--- src/shared/stack_regs.svh ---
// Purpose: constants of the stack push/pop unit
// Assumes: 16-bit stack instruction words, 32-bit stack words
// Notes: opcode and register-id layout is local to this core
`ifndef STACK_REGS_SVH
`define STACK_REGS_SVH

// ----------------------------------------
// instruction word fields
// ----------------------------------------
`define STK_OPC_HI 15
`define STK_OPC_LO 10
`define STK_OPC_PUSH 6'h01
`define STK_OPC_POP 6'h02
`define STK_OPC_PUSHM 6'h03
`define STK_BIT_DATA_EN 9
`define STK_BIT_PTR_EN 8

// ----------------------------------------
// register groups and indices
// ----------------------------------------
`define STK_GRP_DATA 3'h0
`define STK_GRP_PTR 3'h1
`define STK_GRP_ACC 3'h4
`define STK_GRP_SYS 3'h5
`define STK_GRP_LOOP 3'h6
`define STK_GRP_MISC 3'h7
`define STK_IDX_FRAME 3'h6
`define STK_IDX_STACK 3'h7
`define STK_IDX_ARITH 3'h0
`define STK_IDX_SUBRET 3'h1
`define STK_IDX_INTRET 3'h2
`define STK_IDX_CYC_LO 3'h6
`define STK_IDX_EMUDATA 3'h0
`define STK_IDX_SYSTEM_CONFIG_REG 3'h1
`define STK_DATA_TOP 3'h7
`define STK_PTR_TOP 3'h5
`define STK_ACC_LAST 3'h3

// ----------------------------------------
// stack arithmetic and reset values
// ----------------------------------------
`define STK_WORD_BYTES 32'h0000_0004
`define STK_PTR_RESET 32'h0000_0000

`endif
--- src/shared/stack_pkg.sv ---
// Purpose: types of the stack push/pop unit
// Assumes: nothing
// Notes: constants live in stack_regs.svh
package stack_pkg;
   typedef enum logic [1:0] {OP_NONE, OP_PUSH, OP_POP, OP_PUSHM} op_e;
   typedef enum logic [2:0] {EXC_NONE, EXC_UNALIGNED, EXC_UNDEF, EXC_PROTECT,
                             EXC_MEMORY} exc_e;
   typedef enum logic [1:0] {S_IDLE, S_SELECT, S_ACCESS, S_WAIT} state_e;
endpackage

--- src/logic/stack_check.sv ---
// Purpose: pick the exception raised by a stack instruction at issue
// Assumes: decode outputs valid in the same cycle
// Notes: undefined beats protection beats alignment
`timescale 1ns/1ps

module stack_check (
   input wire stack_pkg::op_e op_in,
   input wire logic undef_in,
   input wire logic priv_in,
   input wire logic user_mode_in,
   input wire logic [1:0] ptr_low_in,
   output stack_pkg::exc_e exc_out
);
   // ----------------------------------------
   // exception priority
   // ----------------------------------------
   always_comb begin
      exc_out = stack_pkg::EXC_NONE;
      if (op_in == stack_pkg::OP_NONE || undef_in) begin
         exc_out = stack_pkg::EXC_UNDEF;
      end else if (priv_in && user_mode_in) begin
         exc_out = stack_pkg::EXC_PROTECT;
      end else if (ptr_low_in != 2'h0) begin
         exc_out = stack_pkg::EXC_UNALIGNED;
      end
   end
endmodule

--- src/logic/stack_decode.sv ---
// Purpose: decode a 16-bit stack instruction word
// Assumes: word is stable while instr_valid is high
// Notes: purely combinational
`timescale 1ns/1ps
`include "stack_regs.svh"

module stack_decode (
   input wire logic [15:0] instr_in,
   output stack_pkg::op_e op_out,
   output logic [2:0] grp_out,
   output logic [2:0] idx_out,
   output logic data_en_out,
   output logic ptr_en_out,
   output logic undef_out,
   output logic priv_out
);
   // ----------------------------------------
   // field split and legality
   // ----------------------------------------
   always_comb begin
      op_out = stack_pkg::OP_NONE;
      grp_out = instr_in[5:3];
      idx_out = instr_in[2:0];
      data_en_out = instr_in[`STK_BIT_DATA_EN];
      ptr_en_out = instr_in[`STK_BIT_PTR_EN];
      undef_out = 1'b0;
      priv_out = 1'b0;
      case (instr_in[`STK_OPC_HI:`STK_OPC_LO])
         `STK_OPC_PUSH: begin
            op_out = stack_pkg::OP_PUSH;
            // full register set, minus the stack pointer and holes
            case (grp_out)
               `STK_GRP_PTR: undef_out = (idx_out == `STK_IDX_STACK);
               `STK_GRP_ACC: undef_out = (idx_out > `STK_ACC_LAST);
               `STK_GRP_MISC: undef_out = (idx_out > `STK_IDX_SYSTEM_CONFIG_REG);
               default: undef_out = 1'b0;
            endcase
         end
         `STK_OPC_POP: begin
            op_out = stack_pkg::OP_POP;
            case (grp_out)
               `STK_GRP_PTR: undef_out = (idx_out == `STK_IDX_STACK);
               `STK_GRP_ACC: undef_out = (idx_out > `STK_ACC_LAST);
               `STK_GRP_LOOP: undef_out = (idx_out >= `STK_IDX_CYC_LO);
               `STK_GRP_MISC: undef_out = (idx_out != `STK_IDX_SYSTEM_CONFIG_REG);
               default: undef_out = 1'b0;
            endcase
         end
         `STK_OPC_PUSHM: begin
            op_out = stack_pkg::OP_PUSHM;
            // range limits bounded to data 0..7, pointer 0..5
            undef_out = !(data_en_out || ptr_en_out) ||
                        (ptr_en_out && idx_out > `STK_PTR_TOP);
         end
         default: undef_out = 1'b0;
      endcase
      // supervisor-only registers on single push/pop
      if (op_out == stack_pkg::OP_PUSH || op_out == stack_pkg::OP_POP) begin
         priv_out = (grp_out == `STK_GRP_SYS && idx_out >= `STK_IDX_INTRET) ||
                    (grp_out == `STK_GRP_MISC && idx_out == `STK_IDX_SYSTEM_CONFIG_REG);
      end
   end
endmodule

--- src/logic/stack_push_pop_unit.sv ---
// Purpose: sequence single push, single pop and multi-register push
// Assumes: register data one cycle after select; memory ack with error flag ends an access
// Notes: one instruction at a time; stack pointer lives here
`timescale 1ns/1ps
`include "stack_regs.svh"

module stack_push_pop_unit (
   input wire logic sys_clk_in,
   input wire logic rstn_in,
   input wire logic instr_valid_in,
   input wire logic [15:0] instr_in,
   input wire logic user_mode_in,
   input wire logic ptr_load_in,
   input wire logic [31:0] ptr_load_value_in,
   input wire logic [31:0] rf_rdata_in,
   input wire logic mem_ack_in,
   input wire logic mem_err_in,
   input wire logic [31:0] mem_rdata_in,
   output logic instr_ready_out,
   output logic [31:0] stack_pointer_out,
   output logic [2:0] rf_grp_out,
   output logic [2:0] rf_idx_out,
   output logic rf_we_out,
   output logic [31:0] rf_wdata_out,
   output logic mem_req_out,
   output logic mem_we_out,
   output logic [31:0] mem_addr_out,
   output logic [31:0] mem_wdata_out,
   output logic exc_valid_out,
   output stack_pkg::exc_e exc_code_out,
   output logic int_enable_out,
   output logic int_disable_out,
   output logic irq_hold_out,
   output logic done_out
);
   // ----------------------------------------
   // declarations
   // ----------------------------------------
   stack_pkg::state_e state;
   stack_pkg::op_e op;
   stack_pkg::op_e dec_op;
   stack_pkg::exc_e chk_exc;
   logic [2:0] dec_grp;
   logic [2:0] dec_idx;
   logic dec_data_en;
   logic dec_ptr_en;
   logic dec_undef;
   logic dec_priv;
   logic ptr_en;
   logic [31:0] stack_pointer;
   logic [31:0] saved_pointer;
   logic accept;
   logic ack_ok;
   logic ack_err;
   logic last_reg;
   logic is_int_ret;
   logic [2:0] instr_latch_plim;

   // ----------------------------------------
   // helpers
   // ----------------------------------------
   // true when the selected register ends the multi push range
   function automatic logic range_end(input logic [2:0] grp, input logic [2:0] idx,
                                      input logic pen);
      if (grp == `STK_GRP_DATA) begin
         range_end = (idx == `STK_DATA_TOP) && !pen;
      end else begin
         range_end = (idx == `STK_PTR_TOP);
      end
   endfunction
   // stack word step with wrap kept to 32 bits
   function automatic logic [31:0] step(input logic [31:0] val, input logic down);
      step = down ? val - `STK_WORD_BYTES : val + `STK_WORD_BYTES;
   endfunction

   // ----------------------------------------
   // decode and checks
   // ----------------------------------------
   stack_decode decode_u (
      .instr_in(instr_in),
      .op_out(dec_op),
      .grp_out(dec_grp),
      .idx_out(dec_idx),
      .data_en_out(dec_data_en),
      .ptr_en_out(dec_ptr_en),
      .undef_out(dec_undef),
      .priv_out(dec_priv)
   );
   stack_check check_u (
      .op_in(dec_op),
      .undef_in(dec_undef),
      .priv_in(dec_priv),
      .user_mode_in(user_mode_in),
      .ptr_low_in(stack_pointer[1:0]),
      .exc_out(chk_exc)
   );
   // handshake terms
   assign accept = instr_valid_in && instr_ready_out;
   assign ack_ok = (state == stack_pkg::S_WAIT) && mem_ack_in && !mem_err_in;
   assign ack_err = (state == stack_pkg::S_WAIT) && mem_ack_in && mem_err_in;
   assign last_reg = (op != stack_pkg::OP_PUSHM) || range_end(rf_grp_out, rf_idx_out, ptr_en);
   assign is_int_ret = (rf_grp_out == `STK_GRP_SYS) && (rf_idx_out == `STK_IDX_INTRET);

   // ----------------------------------------
   // sequencer
   // ----------------------------------------
   // one instruction in flight, issue port closed meanwhile
   always_ff @(posedge sys_clk_in or negedge rstn_in) begin
      if (!rstn_in) begin
         state <= stack_pkg::S_IDLE;
         op <= stack_pkg::OP_NONE;
         ptr_en <= 1'b0;
         instr_ready_out <= 1'b1;
      end else begin
         case (state)
            stack_pkg::S_IDLE: begin
               if (accept && chk_exc == stack_pkg::EXC_NONE) begin
                  state <= stack_pkg::S_SELECT;
                  op <= dec_op;
                  ptr_en <= dec_ptr_en;
                  instr_ready_out <= 1'b0;
               end
            end
            stack_pkg::S_SELECT: state <= stack_pkg::S_ACCESS;
            stack_pkg::S_ACCESS: state <= stack_pkg::S_WAIT;
            stack_pkg::S_WAIT: begin
               if (ack_err || (ack_ok && last_reg)) begin
                  state <= stack_pkg::S_IDLE;
                  instr_ready_out <= 1'b1;
               end else if (ack_ok) begin
                  state <= stack_pkg::S_SELECT;
               end
            end
            default: state <= stack_pkg::S_IDLE;
         endcase
      end
   end

   // register select: first of range, then walk upward
   always_ff @(posedge sys_clk_in or negedge rstn_in) begin
      if (!rstn_in) begin
         rf_grp_out <= `STK_GRP_DATA;
         rf_idx_out <= 3'h0;
      end else if (accept && dec_op == stack_pkg::OP_PUSHM) begin
         rf_grp_out <= dec_data_en ? `STK_GRP_DATA : `STK_GRP_PTR;
         rf_idx_out <= dec_data_en ? dec_grp : dec_idx;
      end else if (accept) begin
         rf_grp_out <= dec_grp;
         rf_idx_out <= dec_idx;
      end else if (ack_ok && !last_reg) begin
         if (rf_grp_out == `STK_GRP_DATA && rf_idx_out == `STK_DATA_TOP) begin
            rf_grp_out <= `STK_GRP_PTR;
            rf_idx_out <= 3'(instr_latch_plim);
         end else begin
            rf_idx_out <= rf_idx_out + 3'h1;
         end
      end
   end

   // pointer lower limit kept for the second group
   always_ff @(posedge sys_clk_in or negedge rstn_in) begin
      if (!rstn_in) begin
         instr_latch_plim <= 3'h0;
      end else if (accept) begin
         instr_latch_plim <= instr_in[2:0] > `STK_PTR_TOP ? `STK_PTR_TOP : instr_in[2:0];
      end
   end

   // ----------------------------------------
   // stack pointer
   // ----------------------------------------
   always_ff @(posedge sys_clk_in or negedge rstn_in) begin
      if (!rstn_in) begin
         stack_pointer <= `STK_PTR_RESET;
         saved_pointer <= `STK_PTR_RESET;
      end else begin
         if (accept) saved_pointer <= stack_pointer; // snapshot for abort restore
         if (ptr_load_in && state == stack_pkg::S_IDLE && !accept) begin
            stack_pointer <= ptr_load_value_in;
         end else if (state == stack_pkg::S_ACCESS && op != stack_pkg::OP_POP) begin
            stack_pointer <= step(stack_pointer, 1'b1);
         end else if (ack_ok && op == stack_pkg::OP_POP) begin
            stack_pointer <= step(stack_pointer, 1'b0);
         end else if (ack_err) begin
            stack_pointer <= saved_pointer;
         end
      end
   end

   // the pointer flop itself drives the port
   assign stack_pointer_out = stack_pointer;

   // ----------------------------------------
   // memory port
   // ----------------------------------------
   // one access at a time, held until acknowledged
   always_ff @(posedge sys_clk_in or negedge rstn_in) begin
      if (!rstn_in) begin
         mem_req_out <= 1'b0;
         mem_we_out <= 1'b0;
         mem_addr_out <= 32'h0000_0000;
         mem_wdata_out <= 32'h0000_0000;
      end else if (state == stack_pkg::S_ACCESS) begin
         mem_req_out <= 1'b1;
         if (op == stack_pkg::OP_POP) begin
            mem_we_out <= 1'b0;
            mem_addr_out <= stack_pointer;
         end else begin
            mem_we_out <= 1'b1;
            mem_addr_out <= step(stack_pointer, 1'b1);
            mem_wdata_out <= rf_rdata_in;
         end
      end else if (state == stack_pkg::S_WAIT && mem_ack_in) begin
         mem_req_out <= 1'b0;
         mem_we_out <= 1'b0;
      end
   end

   // ----------------------------------------
   // register file write-back
   // ----------------------------------------
   // popped value loads the register; flags only change via arith status
   always_ff @(posedge sys_clk_in or negedge rstn_in) begin
      if (!rstn_in) begin
         rf_we_out <= 1'b0;
         rf_wdata_out <= 32'h0000_0000;
      end else begin
         rf_we_out <= ack_ok && op == stack_pkg::OP_POP;
         if (ack_ok && op == stack_pkg::OP_POP) begin
            rf_wdata_out <= mem_rdata_in;
         end
      end
   end

   // ----------------------------------------
   // interrupt side effects and hold-off
   // ----------------------------------------
   // only the interrupt return register touches the interrupt system
   always_ff @(posedge sys_clk_in or negedge rstn_in) begin
      if (!rstn_in) begin
         int_enable_out <= 1'b0;
         int_disable_out <= 1'b0;
      end else begin
         int_enable_out <= ack_ok && op == stack_pkg::OP_PUSH && is_int_ret;
         int_disable_out <= ack_ok && op == stack_pkg::OP_POP && is_int_ret;
      end
   end

   // hold new interrupts from first multi store until the last completes
   always_ff @(posedge sys_clk_in or negedge rstn_in) begin
      if (!rstn_in) begin
         irq_hold_out <= 1'b0;
      end else if (state == stack_pkg::S_ACCESS && op == stack_pkg::OP_PUSHM) begin
         irq_hold_out <= 1'b1;
      end else if (ack_err || (ack_ok && last_reg)) begin
         irq_hold_out <= 1'b0;
      end
   end

   // ----------------------------------------
   // completion and exceptions
   // ----------------------------------------
   always_ff @(posedge sys_clk_in or negedge rstn_in) begin
      if (!rstn_in) begin
         exc_valid_out <= 1'b0;
         exc_code_out <= stack_pkg::EXC_NONE;
         done_out <= 1'b0;
      end else begin
         done_out <= ack_ok && last_reg;
         exc_valid_out <= (accept && chk_exc != stack_pkg::EXC_NONE) || ack_err;
         if (accept && chk_exc != stack_pkg::EXC_NONE) begin
            exc_code_out <= chk_exc;
         end else if (ack_err) begin
            exc_code_out <= stack_pkg::EXC_MEMORY;
         end else begin
            exc_code_out <= stack_pkg::EXC_NONE;
         end
      end
   end
endmodule

--- config.mk ---
export PLATFORM = sky130hd
export DESIGN_NAME = stack_push_pop_unit
export DESIGN_NICKNAME = d
export VERILOG_FILES = /design/src/shared/stack_pkg.sv /design/src/logic/stack_check.sv /design/src/logic/stack_decode.sv /design/src/logic/stack_push_pop_unit.sv
export VERILOG_INCLUDE_DIRS = /design/src /design/src/shared
export SDC_FILE = /design/constraint.sdc
export NUM_CORES = 1
export LEC_CHECK = 0
export BUFFER_PORTS_ARGS = -buffer_cell sky130_fd_sc_hd__clkbuf_2
export CAP_MARGIN = 20
export CORE_MARGIN = 1
export CORE_UTILIZATION = 58
export CTS_CLUSTER_DIAMETER = 60
export DETAILED_ROUTE_END_ITERATION = 16
export MAX_ROUTING_LAYER = met4
export PLACE_DENSITY_LB_ADDON = 0.15
export SYNTH_ARGS = -nofsm -noshare
export SYNTH_HDL_FRONTEND = slang
export SYNTH_HIERARCHICAL = 1
export SYNTH_SLANG_ARGS = --single-unit
--- constraint.sdc ---
create_clock -name sys_clk_in -period 6.5 [get_ports sys_clk_in]
set_input_delay 1.95 -clock sys_clk_in [delete_from_list [all_inputs] [get_ports sys_clk_in]]
set_output_delay 1.95 -clock sys_clk_in [all_outputs]
set_load 0.02 [all_outputs]
==> impl_metrics.ini <==
[grt]
grt_pass1_wl_um = 44220
track_usage_pct = 32.73
grt_pass1_vias = 8635
grt_overflow = 0
grt_max_degree = 113
antenna_found_initial = 0

[cells_and_area]
final_cell_mix = 351 x nand2_1, 261 x clkbuf_2, 185 x dfrtp_1
antenna_cells = 0
area_delta_synth_final_pct = 18.12
final_common_cell = nand2_1
n_fill_cell = 1394
final_nets = 1510
drive_gt1_share_pct = 25.39

[clock_tree]
clock_tree.buffer_depth = 2
h-tree-depth = 4
ctsHoldBuffers = 0
clockRootBuffer = clkbuf_16
numClockSinks = 186
cts_tree = yes
path_clk_slew_ns = 0.07
numCtsBuffers = 17
cts_setup_buffers = 0
insertion_delay_ns = 0.44
cts_resized = 0

[critical_path]
cp-start-kind = input pin
worstSetupEndpointType = flip-flop
crit_required_ns = 6.81
path_class = input pin to flip-flop
ff2ff_path_depth = 8
cp_max_fo = 55
rr_startpoint = state[1]
reg2reg_slack_ns = 3.21
r2r-end = stack_pointer_out[5]
worstPathArrival_ns = 4.52

[sta]
slew_viol_final = 0
slew_headroom_pct = 26.42
grt_setup_unrepaired = false
setup_viol_count_final = 0
holdWs_ns = 0.4715
post-route-period-util_pct = 64.83
hold_viol_final = 0
fmax_mhz = 237.3
tightest_slew_ns = 1.094
period_minus_slack_ns = 4.214
skew_ns = 0.01068
tns_ns = 0

[die]
dieArea_um2 = 17850
core-area_um2 = 16760
num_io_pins = 265
die_w_um = 133.6
start_util_pct = 59.94
core.rowCount = 47
die-height_um = 133.6

[routing]
wl_per_cell_um = 17.27
antenna_left = 0
top_layer = met4
dr_total_vias = 9360
wirelength_met1_um = 11580
wirelength_um = 27880
avgViaCountPerCell = 5.799
drc = 0
drt_pre_antenna_iters = 5
met3_length_um = 2527
wl_met2_um = 13100
drtIter0Drc = 967

[synthesis]
synthFlopType = dfrtp_1
synth.top_cell.area_share_pct = 46.08
syn_avg_cell_area_um2 = 8.506
synth_area_leaders = dfrtp_1 46%, nand2_1 13%, nor2_1 3.4%
synth_edf_count = 0
syn_nets = 1310
netlist_instances = 1181
async_reset_ff_share_pct = 100.0
yosysTopAreaCell = dfrtp_1
synth_warnings = 6
syn_area_um2 = 10050
synth.yosys.seq_area_share_pct = 46.34
yosys.cell_types.count = 82
yosys_register_bits = 186

[power]
power_density_nw_per_um2 = 478.0
leakagePower_nw = 5.907
total_power_mw = 5.672
p_clk_share_pct = 18.6
sw_frac_of_total_pct = 46.01
netSwitchingPower_mw = 2.610
p_seq_share_pct = 36.9
internal_power_mw = 3.063
comb_power_share_pct = 44.5
vdd_drop_max_uv = 232.9

[worst_hold_path]
hp-class = flip-flop to flip-flop
min_to = instr_latch_plim[1]
hold_start = instr_latch_plim[1]
hold_path_depth = 2

[outcome]
outcome = finished, final reports clean

[flow_run]
maxCapViolations = 0

[placement]
dp_hpwl_um = 18440
port_buffers = 262
globalplace.congestion = 0.8720
cells by family (layout without fill, tap and decap cells):
| kind of cell | count (synthesis) | after routing | synth area share, % |
|---|---|---|---|
| buf+inv | 111 | 324 | 5.530 |
| mux | 19 | 19 | 2.018 |
| compound gates | 212 | 212 | 13.74 |
| fa+ha+maj | 10 | 10 | 1.245 |
| simple gates | 590 | 590 | 26.55 |
| xor+xnor | 52 | 52 | 4.533 |
| other cells | 1 | 1 | 0.03733 |
| flops | 186 | 186 | 46.34 |
through the flow:
step	util (%)	cell area [µm²]	worst slack (ns)	instances
after floorplan	-	10050	2.326	1181
after CTS	70.80	11870	2.299	1614
after global placement	67.14	11250	1.876	1581
after detailed placement	67.26	11270	1.833	1582
after global routing	70.80	11870	2.044	1614
final	70.80	11870	2.286	1614
sequential cells by signal, summed over array words and instances (netlist names), 2 cells and up:
name,cells
instr_latch_plim,3
rf_wdata_out,32
mem_wdata_out,32
exc_code_out,3
mem_addr_out,32
state,2
op,2
rf_grp_out,3
saved_pointer,32
stack_pointer_out,32
rf_idx_out,3
layout make-up:
type / instances / area [µm²] / area share, %
Tap cell: 220 / 275.3 / 2.320
Inverter: 17 / 63.81 / 0.5377
Clock buffer: 18 / 439.2 / 3.701
Multi-Input combinational cell: 884 / 4848 / 40.86
Clock inverter: 14 / 153.9 / 1.297
Timing Repair Buffer: 275 / 1430 / 12.05
Sequential cell: 186 / 4656 / 39.23
worst max-delay path: stages:
cell and delay (ns):
clkbuf_2 0.12, and3b_1 0.22, nand2_2 0.46, inv_2 0.59, a221oi_1 0.43, a21oi_1 0.07, a2111oi_0 0.51, o31ai_1 0.14
synthesized netlist by cell type (4+ instances only):
master    number
a31oi_1        7
nand4_1       14
dfrtp_1      185
nor2_1        90
mux2i_1        9
a21oi_1       66
ha_1          10
a211o_1        5
and2_1         7
a221oi_1      11
o311ai_0       4
buf_4         11
buf_1          8
nand2_1      353
xnor2_1       36
a21o_1         4
o31ai_1        7
or2_2          5
a221o_1        4
nor4_1        10
a211oi_1       8
o221a_2        5
nand3b_1       5
nor3_1        26
nand3_1       33
inv_1         16
buf_6          7
xor2_1        16
nor3_2         4
mux2_2        10
nor4_4         4
o21ai_0       51
clkbuf_1      51
o22ai_1        8
buf_2         12
and3_1         9
power by group through the flow:
stage / logic [mW] / clock network, mW / registers [mW]
floorplan: 1.58 / 0 / 2.25
global placement: 2.43 / 0 / 2.08
detailed placement: 2.50 / 0 / 2.10
CTS: 2.52 / 1.07 / 2.08
global route: 2.76 / 1.11 / 2.16
finish: 2.52 / 1.06 / 2.09
worst max-delay path by stage:
| stage | start | to | slack, ns | depth (start not counted) |
|---|---|---|---|---|
| floorplan | instr_in[4] | state[0] | 2.33 | 11 |
| finish | mem_ack_in | stack_pointer_out[5] | 2.29 | 8 |
| global placement | mem_ack_in | stack_pointer_out[5] | 1.88 | 8 |
| detailed placement | mem_ack_in | stack_pointer_out[5] | 1.83 | 8 |
| global route | instr_in[4] | state[0] | 2.04 | 11 |
| CTS | mem_ack_in | stack_pointer_out[5] | 2.30 | 8 |
per-layer routing:
metal / GRT usage, % / up-vias
met5: - / -
met4: 12.82 / 0
met3: 7.078 / 52
met2: 49.71 / 476
met1: 42.88 / 4417
li1: - / 4415
Note: power is estimated with default switching activity, not from simulation.
